--- src/rtl/pia_regs.svh ---
// register offsets, field positions, widths and reset values of the interrupt arbiter
`ifndef PIA_REGS_SVH
`define PIA_REGS_SVH

`define PIA_ADDR_W 12
`define PIA_DATA_W 32
`define PIA_PRIO_W 5
`define PIA_ID_W 6
`define PIA_ID_NONE 6'h00
`define PIA_NUM_SRC 32

`define PIA_OFF_ENABLE 12'h000
`define PIA_OFF_THRESH 12'h004
`define PIA_OFF_PENDING 12'h008
`define PIA_OFF_CLAIM 12'h00c
`define PIA_OFF_DELEG 12'h010
`define PIA_OFF_CTX_BUSY 12'h014
`define PIA_OFF_EVT_STS 12'h018
`define PIA_OFF_EVT_MASK 12'h01c
`define PIA_OFF_VEC_BASE 12'h020
`define PIA_OFF_INSERV 12'h024
`define PIA_OFF_PRIO_BASE 12'h080

`define PIA_RST_ENABLE 32'h0000_0000
`define PIA_RST_THRESH 5'h00
`define PIA_RST_DELEG 32'h0000_0000
`define PIA_RST_VEC_BASE 32'h0000_0000
`define PIA_RST_PRIO 5'h00

`define PIA_EVT_W 2
`define PIA_EVT_DISPATCH 0
`define PIA_EVT_EMPTY_CLAIM 1
`define PIA_RST_EVT 2'h0

`define PIA_VEC_SHIFT 2
`define PIA_SRC_SOFT 0
`define PIA_SRC_TIMER 1
`define PIA_SRC_PERIPH 2

`endif

--- src/rtl/pia_pkg.sv ---
// types shared by the interrupt arbiter and its users
`include "pia_regs.svh"

package pia_pkg;

    typedef struct packed {
        logic [`PIA_ADDR_W-1:0] addr;
        logic [`PIA_DATA_W-1:0] wdata;
        logic wr;
        logic rd;
    } pia_bus_type;

    typedef struct packed {
        logic mie;
        logic sie;
    } pia_core_en_type;

    typedef struct packed {
        logic req;
        logic [`PIA_ID_W-1:0] id;
        logic [`PIA_DATA_W-1:0] vec;
        logic smode;
    } pia_core_out_type;

endpackage : pia_pkg

--- src/rtl/pia_arb.sv ---
// priority picker: highest priority wins, lowest index breaks ties
`timescale 1ns/1ps

module pia_arb #(
    parameter int N = 32,
    parameter int W = 5,
    parameter int IW = $clog2(N)
) (
    input wire logic [N-1:0] valid,
    input wire logic [N-1:0][W-1:0] prio,
    output logic found,
    output logic [IW-1:0] idx,
    output logic [W-1:0] best
);

    always_comb begin
        found = 1'b0;
        idx = '0;
        best = '0;
        // walk downward with >= so the smaller index takes a tie
        for (int i = N - 1; i >= 0; i--) begin
            if (valid[i] && (!found || prio[i] >= best)) begin
                found = 1'b1;
                idx = IW'(i);
                best = prio[i];
            end
        end
    end

endmodule : pia_arb

--- src/rtl/pia_top.sv ---
// platform interrupt arbiter: edge sampling, priority arbitration, claim and complete
`timescale 1ns/1ps
`include "pia_regs.svh"

// Notes on behaviour
// [RULE_01] thirty-two interrupt sources are sampled and arbitrated together.
// [RULE_02] source identifiers run from one; zero means nothing is pending.
// [RULE_03] each source has a five-bit priority, 31 highest, 0 lowest, shareable.
// [RULE_04] equal highest priorities resolve to the smaller identifier.
// [RULE_05] a source needs its own enable and the core's private enable.
// [RULE_06] a programmable threshold gates which pending requests reach the core.
// [RULE_07] the core request is a one-cycle pulse carrying only the single winner.
// [RULE_08] a source in service is not requested again until completed.
// [RULE_09] a source becomes pending on a rising edge of its input.
// [RULE_10] each request carries a vector selected by the winning source.
// [RULE_11] higher priority preempts a handler, except during software context save.
// [RULE_12] peripheral, csr software and csr timer lines share one arbitration path.
// [RULE_13] sources delegate to supervisor mode, otherwise target machine mode.
// [RULE_14] a source is forwarded only with priority strictly above the threshold.
// [RULE_15] an edge-latched pending flag holds until the claim clears it.
module pia_top #(
    parameter int NUM_SRC = `PIA_NUM_SRC
) (
    input wire logic mclk,
    input wire logic rst_n,
    input pia_pkg::pia_bus_type bus,
    output logic [`PIA_DATA_W-1:0] rdata,
    input wire logic [NUM_SRC-3:0] periph_irq,
    input wire logic csr_soft_irq,
    input wire logic csr_timer_irq,
    input pia_pkg::pia_core_en_type core_en,
    output pia_pkg::pia_core_out_type core,
    output logic evt_irq
);
    import pia_pkg::*;

    localparam int IW = $clog2(NUM_SRC);
    localparam int PW = `PIA_PRIO_W;

    // ----------------------------------------------------------------
    // parameter check
    // ----------------------------------------------------------------
    generate
        if (NUM_SRC < 4 || NUM_SRC > `PIA_NUM_SRC) begin : g_bad_num
            $error("pia_top: NUM_SRC must lie between 4 and 32");
        end
    endgenerate

    // ----------------------------------------------------------------
    // declarations
    // ----------------------------------------------------------------
    logic [NUM_SRC-1:0] raw_src;
    logic [NUM_SRC-1:0] sync1_q;
    logic [NUM_SRC-1:0] sync2_q;
    logic [NUM_SRC-1:0] prev_q;
    logic [NUM_SRC-1:0] rise;
    logic [NUM_SRC-1:0] pend_q;
    logic [NUM_SRC-1:0] pend_d;
    logic [NUM_SRC-1:0] inserv_q;
    logic [NUM_SRC-1:0] inserv_d;
    logic [NUM_SRC-1:0] enable_q;
    logic [NUM_SRC-1:0] deleg_q;
    logic [NUM_SRC-1:0][PW-1:0] prio_q;
    logic [PW-1:0] thresh_q;
    logic ctx_busy_q;
    logic [`PIA_DATA_W-1:0] vec_base_q;
    logic [`PIA_EVT_W-1:0] evt_sts_q;
    logic [`PIA_EVT_W-1:0] evt_mask_q;
    logic [`PIA_EVT_W-1:0] evt_set;
    logic [`PIA_DATA_W-1:0] rdata_q;
    logic [`PIA_DATA_W-1:0] rdata_d;

    logic [NUM_SRC-1:0] core_ok;
    logic [NUM_SRC-1:0] cand_v;
    logic cand_found;
    logic [IW-1:0] cand_idx;
    logic [PW-1:0] cand_prio;
    logic run_found;
    logic [PW-1:0] run_prio;
    logic [PW-1:0] floor_prio;
    logic win_ok;
    logic [`PIA_ID_W-1:0] win_id;
    logic issued_q;
    logic [`PIA_ID_W-1:0] issued_id_q;
    logic new_win;
    logic req_q;
    logic [`PIA_ID_W-1:0] out_id_q;
    logic [`PIA_DATA_W-1:0] out_vec_q;
    logic out_smode_q;

    logic claim_rd;
    logic complete_wr;
    logic [`PIA_ID_W-1:0] claim_id;
    logic [`PIA_ID_W-1:0] done_id;
    logic [`PIA_ADDR_W-1:0] prio_off;
    logic prio_hit;
    logic [IW-1:0] prio_idx;

    // ----------------------------------------------------------------
    // source sampling
    // ----------------------------------------------------------------
    // csr lines take the lowest identifiers, peripherals follow
    assign raw_src = {periph_irq, csr_timer_irq, csr_soft_irq}; // RULE_12 RULE_01

    // two flops before any logic looks at a pin
    always_ff @(posedge mclk or negedge rst_n) begin
        if (!rst_n) begin
            sync1_q <= '0;
            sync2_q <= '0;
            prev_q <= '0;
        end else begin
            sync1_q <= raw_src;
            sync2_q <= sync1_q;
            prev_q <= sync2_q;
        end
    end

    assign rise = sync2_q & ~prev_q; // RULE_09

    // ----------------------------------------------------------------
    // bus decode
    // ----------------------------------------------------------------
    assign claim_rd = bus.rd && (bus.addr == `PIA_OFF_CLAIM);
    assign complete_wr = bus.wr && (bus.addr == `PIA_OFF_CLAIM);
    assign done_id = bus.wdata[`PIA_ID_W-1:0];
    assign prio_off = bus.addr - `PIA_OFF_PRIO_BASE;
    assign prio_hit = (bus.addr >= `PIA_OFF_PRIO_BASE)
                   && (prio_off[`PIA_ADDR_W-1:2] < (`PIA_ADDR_W-2)'(NUM_SRC))
                   && (prio_off[1:0] == 2'b00);
    assign prio_idx = prio_off[IW+1:2];

    // ----------------------------------------------------------------
    // configuration registers
    // ----------------------------------------------------------------
    always_ff @(posedge mclk or negedge rst_n) begin
        if (!rst_n) begin
            enable_q <= NUM_SRC'(`PIA_RST_ENABLE);
            deleg_q <= NUM_SRC'(`PIA_RST_DELEG);
            thresh_q <= `PIA_RST_THRESH;
            ctx_busy_q <= 1'b0;
            vec_base_q <= `PIA_RST_VEC_BASE;
            evt_mask_q <= `PIA_RST_EVT;
        end else if (bus.wr) begin
            unique case (bus.addr)
                `PIA_OFF_ENABLE: enable_q <= bus.wdata[NUM_SRC-1:0]; // RULE_05
                `PIA_OFF_DELEG: deleg_q <= bus.wdata[NUM_SRC-1:0]; // RULE_13
                `PIA_OFF_THRESH: thresh_q <= bus.wdata[PW-1:0]; // RULE_06
                `PIA_OFF_CTX_BUSY: ctx_busy_q <= bus.wdata[0]; // RULE_11
                `PIA_OFF_VEC_BASE: vec_base_q <= bus.wdata;
                `PIA_OFF_EVT_MASK: evt_mask_q <= bus.wdata[`PIA_EVT_W-1:0];
                default: begin
                end
            endcase
        end
    end

    // priority store, one word per source
    always_ff @(posedge mclk or negedge rst_n) begin
        if (!rst_n) begin
            prio_q <= {NUM_SRC{`PIA_RST_PRIO}};
        end else if (bus.wr && prio_hit) begin
            prio_q[prio_idx] <= bus.wdata[PW-1:0]; // RULE_03
        end
    end

    // ----------------------------------------------------------------
    // arbitration
    // ----------------------------------------------------------------
    // running priority of the deepest handler sets the preemption floor
    pia_arb #(.N(NUM_SRC), .W(PW)) u_run (
        .valid(inserv_q),
        .prio(prio_q),
        .found(run_found),
        .idx(),
        .best(run_prio)
    );

    always_comb begin
        floor_prio = thresh_q;
        if (run_found && run_prio > thresh_q) begin
            floor_prio = run_prio; // RULE_11
        end
    end

    always_comb begin
        cand_v = '0;
        core_ok = '0;
        for (int i = 0; i < NUM_SRC; i++) begin
            // delegated sources answer to the supervisor enable
            core_ok[i] = deleg_q[i] ? core_en.sie : core_en.mie; // RULE_13 RULE_05
            cand_v[i] = pend_q[i] && enable_q[i] && core_ok[i] // RULE_05
                     && !inserv_q[i] // RULE_08
                     && (prio_q[i] > floor_prio); // RULE_14 RULE_06
        end
    end

    pia_arb #(.N(NUM_SRC), .W(PW)) u_cand (
        .valid(cand_v),
        .prio(prio_q),
        .found(cand_found),
        .idx(cand_idx),
        .best(cand_prio)
    ); // RULE_04 RULE_03

    // no dispatch while software saves or restores context
    assign win_ok = cand_found && !ctx_busy_q; // RULE_11
    assign win_id = `PIA_ID_W'(cand_idx) + `PIA_ID_W'(1); // RULE_02

    // pulse only when the winner is new, so a held winner asks once
    assign new_win = win_ok && (!issued_q || win_id != issued_id_q); // RULE_07

    always_ff @(posedge mclk or negedge rst_n) begin
        if (!rst_n) begin
            issued_q <= 1'b0;
            issued_id_q <= `PIA_ID_NONE;
        end else begin
            issued_q <= win_ok;
            issued_id_q <= win_ok ? win_id : `PIA_ID_NONE;
        end
    end

    // ----------------------------------------------------------------
    // request to the core
    // ----------------------------------------------------------------
    always_ff @(posedge mclk or negedge rst_n) begin
        if (!rst_n) begin
            req_q <= 1'b0;
        end else begin
            req_q <= new_win; // RULE_07
        end
    end

    always_ff @(posedge mclk or negedge rst_n) begin
        if (!rst_n) begin
            out_id_q <= `PIA_ID_NONE;
            out_vec_q <= `PIA_RST_VEC_BASE;
            out_smode_q <= 1'b0;
        end else if (new_win) begin
            out_id_q <= win_id;
            out_vec_q <= vec_base_q + (`PIA_DATA_W'(win_id) << `PIA_VEC_SHIFT); // RULE_10
            out_smode_q <= deleg_q[cand_idx]; // RULE_13
        end
    end

    assign core.req = req_q;
    assign core.id = out_id_q;
    assign core.vec = out_vec_q;
    assign core.smode = out_smode_q;

    // ----------------------------------------------------------------
    // pending and in-service state
    // ----------------------------------------------------------------
    // a claim finding nothing eligible answers zero
    assign claim_id = win_ok ? win_id : `PIA_ID_NONE; // RULE_02

    always_comb begin
        pend_d = pend_q;
        inserv_d = inserv_q;
        if (claim_rd && win_ok) begin
            pend_d[cand_idx] = 1'b0; // RULE_15
            inserv_d[cand_idx] = 1'b1; // RULE_08
        end
        if (complete_wr && done_id != `PIA_ID_NONE && done_id <= `PIA_ID_W'(NUM_SRC)) begin
            inserv_d[IW'(done_id - `PIA_ID_W'(1))] = 1'b0;
        end
        // a fresh edge beats the claim that clears it
        pend_d = pend_d | rise; // RULE_09 RULE_15
    end

    always_ff @(posedge mclk or negedge rst_n) begin
        if (!rst_n) begin
            pend_q <= '0;
            inserv_q <= '0;
        end else begin
            pend_q <= pend_d;
            inserv_q <= inserv_d;
        end
    end

    // ----------------------------------------------------------------
    // event status and interrupt
    // ----------------------------------------------------------------
    always_comb begin
        evt_set = '0;
        evt_set[`PIA_EVT_DISPATCH] = new_win;
        evt_set[`PIA_EVT_EMPTY_CLAIM] = claim_rd && !win_ok;
    end

    // write one clears, but a same-cycle event keeps its bit
    always_ff @(posedge mclk or negedge rst_n) begin
        if (!rst_n) begin
            evt_sts_q <= `PIA_RST_EVT;
        end else if (bus.wr && bus.addr == `PIA_OFF_EVT_STS) begin
            evt_sts_q <= (evt_sts_q & ~bus.wdata[`PIA_EVT_W-1:0]) | evt_set;
        end else begin
            evt_sts_q <= evt_sts_q | evt_set;
        end
    end

    assign evt_irq = |(evt_sts_q & evt_mask_q);

    // ----------------------------------------------------------------
    // read path
    // ----------------------------------------------------------------
    always_comb begin
        rdata_d = '0;
        if (prio_hit) begin
            rdata_d = `PIA_DATA_W'(prio_q[prio_idx]);
        end else begin
            unique case (bus.addr)
                `PIA_OFF_ENABLE: rdata_d = `PIA_DATA_W'(enable_q);
                `PIA_OFF_THRESH: rdata_d = `PIA_DATA_W'(thresh_q);
                `PIA_OFF_PENDING: rdata_d = `PIA_DATA_W'(pend_q);
                `PIA_OFF_CLAIM: rdata_d = `PIA_DATA_W'(claim_id);
                `PIA_OFF_DELEG: rdata_d = `PIA_DATA_W'(deleg_q);
                `PIA_OFF_CTX_BUSY: rdata_d = `PIA_DATA_W'(ctx_busy_q);
                `PIA_OFF_EVT_STS: rdata_d = `PIA_DATA_W'(evt_sts_q);
                `PIA_OFF_EVT_MASK: rdata_d = `PIA_DATA_W'(evt_mask_q);
                `PIA_OFF_VEC_BASE: rdata_d = vec_base_q;
                `PIA_OFF_INSERV: rdata_d = `PIA_DATA_W'(inserv_q);
                default: rdata_d = '0;
            endcase
        end
    end

    // data stands only in the cycle after the read strobe
    always_ff @(posedge mclk or negedge rst_n) begin
        if (!rst_n) begin
            rdata_q <= '0;
        end else begin
            rdata_q <= bus.rd ? rdata_d : '0;
        end
    end

    assign rdata = rdata_q;

endmodule : pia_top

--- config.mk ---
export PLATFORM = sky130hd
export DESIGN_NAME = pia_top
export DESIGN_NICKNAME = d
export VERILOG_FILES = /design/src/rtl/pia_pkg.sv /design/src/rtl/pia_arb.sv /design/src/rtl/pia_top.sv
export VERILOG_INCLUDE_DIRS = /design/src /design/src/rtl
export SDC_FILE = /design/constraint.sdc
export NUM_CORES = 2
export LEC_CHECK = 0
export ABC_AREA = 1
export BUFFER_PORTS_ARGS = -buffer_cell sky130_fd_sc_hd__buf_4
export CAP_MARGIN = 30
export CORE_MARGIN = 2
export CORE_UTILIZATION = 65
export CTS_BUF_LIST = sky130_fd_sc_hd__clkbuf_8
export DETAILED_ROUTE_END_ITERATION = 8
export GPL_TIMING_DRIVEN = 0
export PLACE_DENSITY_LB_ADDON = 0.15
export SETUP_SLACK_MARGIN = 0.15
export SLEW_MARGIN = 30
export SYNTH_ARGS = -nofsm -noshare
export SYNTH_HDL_FRONTEND = slang
export SYNTH_SLANG_ARGS = --single-unit
--- constraint.sdc ---
create_clock -name mclk -period 170.9 [get_ports mclk]
set_input_delay 17.09 -clock mclk [delete_from_list [all_inputs] [get_ports mclk]]
set_output_delay 17.09 -clock mclk [all_outputs]
set_load 0.02 [all_outputs]
==> results.py <==
metrics = {
    "grt": {
        "grt_max_degree": 92,
        "grt_antenna_before_repair": 15,
        "grt_pass1_vias": 36430,
        "grt_pass1_wl_um": 208800,
        "grt.overflow.total": 0,
        "grt_use_total": 0.4356,
    },
    "synthesis": {
        "synth_edf_count": 0,
        "synth_async_sr_flop_share": 1.000,
        "yosys.area.top_type": "dfrtp_1",
        "synthDistinctLibCells": 74,
        "synth-warning-count": 0,
        "syn_avg_cell_area_um2": 7.351,
        "ys_seq_elements": 505,
        "syn_area_um2": 39290,
        "synth_fp_nets": 5820,
        "synthDominantCellAreaShare": 0.3216,
        "seq_area_frac_synth": 0.3216,
        "yosys-top-cells-area": "dfrtp_1 (32%), nand2_1 (13%), ha_1 (12%)",
        "ys.flop_type": "dfrtp_1",
        "postSynthCellCount": 5345,
    },
    "floorplan": {
        "num_rows": 90,
        "core_um2": 60020,
        "chipWidth_um": 249.9,
        "fp.dieH_um": 249.9,
        "io_pins": 155,
        "dieArea_um2": 62430,
        "initial_utilization": 0.6547,
    },
    "clocking": {
        "cts_buffer_depth": 3,
        "cts_root_buffer": "clkbuf_8",
        "clk_latency_ns": 0.72,
        "ctsHoldBuffers": 0,
        "cts_buffers": 84,
        "cts_resized": 0,
        "cts.sinks": 505,
        "htreeDepth": 3,
        "clk_pin_slew_ns": 0.08,
        "cts_tree": "done",
        "post_cts_buffers": 0,
    },
    "critical_path": {
        "worstPathArrival_ns": 92.23,
        "r2r_slack_ns": 79.31,
        "startpoint": "inserv_q[31]$_DFF_PN0_",
        "cpMaxStageDelayCell": "o31ai_1",
        "max_stage_delay_ns": 0.75,
        "critPathMaxFanout": 19,
        "crit_type": "flop to flop",
        "crit_end": "out_vec_q[31]$_DFFE_PN0P_",
        "r2r-end": "out_vec_q[31]$_DFFE_PN0P_",
        "cp.required_ns": 171.54,
        "worstSetupStartpointType": "flop",
        "end_kind": "flop",
        "reg2reg_depth": 741,
        "cpMostUsedCell": "nand2_1",
        "r2r_start": "inserv_q[31]$_DFF_PN0_",
    },
    "placed_design": {
        "place_hpwl_um": 104300,
        "placed_cells": 6294,
        "port_buffers": 150,
        "finalWeightedCongestion": 1.029,
    },
    "power": {
        "ir_drop_v": 0.00001027,
        "p_per_area_nw_per_um2": 6.012,
        "power_leakage_nw": 23.00,
    },
    "timing": {
        "max_slew_margin": 0.2371,
        "grt_setup_unrepaired": "no",
        "finalHoldViolations": 0,
        "tightest_slew_ns": 1.136,
        "fin_tns_setup_ns": 0,
        "whs_ns": 0.3422,
        "finalCritPeriodShare": 0.5359,
        "fmax_ghz": 0.01092,
        "setup_viol": 0,
        "slew_violations": 0,
        "finClkSkew_ns": 0.04884,
        "finalCriticalPeriod_ns": 91.59,
    },
    "routing": {
        "dr_total_vias": 39040,
        "ant_nets": 0,
        "wl_per_cell_um": 21.26,
        "firstDrtPassIters": 8,
        "drc": 0,
        "drtIter0Drc": 4493,
        "wirelength_um": 137000,
        "vias_per_cell": 6.060,
    },
    "cells_and_area": {
        "area_delta_synth_final_pct": 11.14,
        "drive_gt1_frac": 0.1397,
        "finalNonFillerCells": 6442,
        "final_nets": 6073,
    },
    "flow_run": {
        "drv_cap": 0,
    },
    "hold_path": {
        "min_path_type": "flop to flop",
        "hold_start": "sync1_q[2]$_DFF_PN0_",
    },
    "status": {
        "outcome": "finished clean",
    },
}
## cell families after synthesis
kind of cell | synth area share
AND/OR/NAND/NOR | 0.2834
AO/OA/AOI/OAI | 0.1567
buffers and inverters | 0.1066
flip-flops | 0.3216
adder cells (fa/ha/maj) | 0.1253
XOR/XNOR | 0.006241
## cell usage after synthesis (22+ instances only)
master / n
nor2_1: 277
o21ai_0: 574
nor3_1: 54
nand2_2: 175
ha_1: 392
o22ai_1: 83
inv_2: 43
clkbuf_8: 23
a31oi_1: 45
clkbuf_1: 73
a2111oi_0: 22
buf_6: 32
o21ai_1: 36
nor2_2: 23
inv_1: 664
dfrtp_1: 505
nand4_1: 42
nand3_2: 63
nand3_1: 339
a21oi_1: 147
a221oi_1: 30
o21bai_1: 23
nand2_1: 1393
## cells in the final DEF, fill, tap and decap left out, types with 15 or more instances in the layout
cell and n:
nand3_1 339, a31oi_1 45, nand2_1 1388, nand4_1 42
a221oi_1 30, inv_2 43, or2_2 15, clkbuf_8 130
o2111ai_1 20, nor2_2 29, ha_1 392, nand3_2 63
buf_4 163, buf_6 33, o21ai_0 574, nor2_1 271
o22ai_1 83, clkbuf_1 71, o21ai_1 36, inv_1 681
nand2_2 175, nor3_1 45, nand2_4 26, a21oi_1 147
xor2_1 19, dfrtp_1 505, o21bai_1 23
## flip-flops by register name, summed over array words and instances (netlist names), 2 cells and up
register and cells:
prev_q 32, vec_base_q 32, sync1_q 32, deleg_q 32, out_id_q 6, rdata 32
sync2_q 32, pend_q 32, prio_q 160, evt_mask_q 2, thresh_q 5, issued_id_q 6
inserv_q 32, evt_sts_q 2, out_vec_q 32, enable_q 32
## critical path: cells and delay by family, from the launching register on
family                     cells  cell delay (ns)
and+or+nand+nor              507            41.10
buffers and inverters        163            15.02
xor gates and xnor gates       1             0.22
adders and majority gates     82            25.15
DFF                            1             0.58
AOI/OAI and AO/OA            183            30.94
## layout make-up
cell class              instances  area (um2)
multi-input cells            3943       22610
plain buffers                 177        1484
diodes                          4       10.01
clock inverters                37       319.1
fillers                      4980       16350
inverters                     720        2709
well taps                     782       978.4
flip-flops and latches        505       12640
repair buffers                167        1448
clock buffers                 107        1473
## where the power goes
group	total [mW]	leakage, nW	switching (mW)	internal, mW
registers	0.122	6.65	0.00102	0.121
clock network	0.118	0.986	0.0546	0.0629
logic	0.0230	15.4	0.0157	0.00722
total	0.263	23.0	0.0714	0.191
## how the worst min path moves through the flow
stage	to	cells past startpoint
4_1_cts	sync2_q[2]$_DFF_PN0_	0
5_1_grt	sync2_q[25]$_DFF_PN0_	0
3_3_place_gp	sync2_q[28]$_DFF_PN0_	0
2_1_floorplan	sync2_q[0]$_DFF_PN0_	0
3_5_place_dp	sync2_q[21]$_DFF_PN0_	0
6_report	sync2_q[2]$_DFF_PN0_	0
## metrics by stage
| step | instance area, um2 | setup WS (ns) | total power [mW] | utilization |
|---|---|---|---|---|
| after floorplan | 39290 | 94.50 | 0.1353 | - |
| after global placement | 41400 | 81.61 | 0.1446 | 0.6897 |
| after detailed placement | 41830 | 81.23 | 0.1461 | 0.6969 |
| after CTS | 43620 | 80.76 | 0.2610 | 0.7267 |
| after global routing | 43660 | 69.06 | 0.2694 | 0.7275 |
| final | 43670 | 79.31 | 0.2625 | 0.7276 |
## per-layer routing
metal  vias up  part of all wire  GRT usage
li1      18260                 -          -
met5         -           0.00077          0
met4        16             0.062     0.2356
met1     17890              0.38     0.5612
met2      2329              0.43     0.6649
met3       553              0.12     0.1222
(Power assumes the default switching activity.)
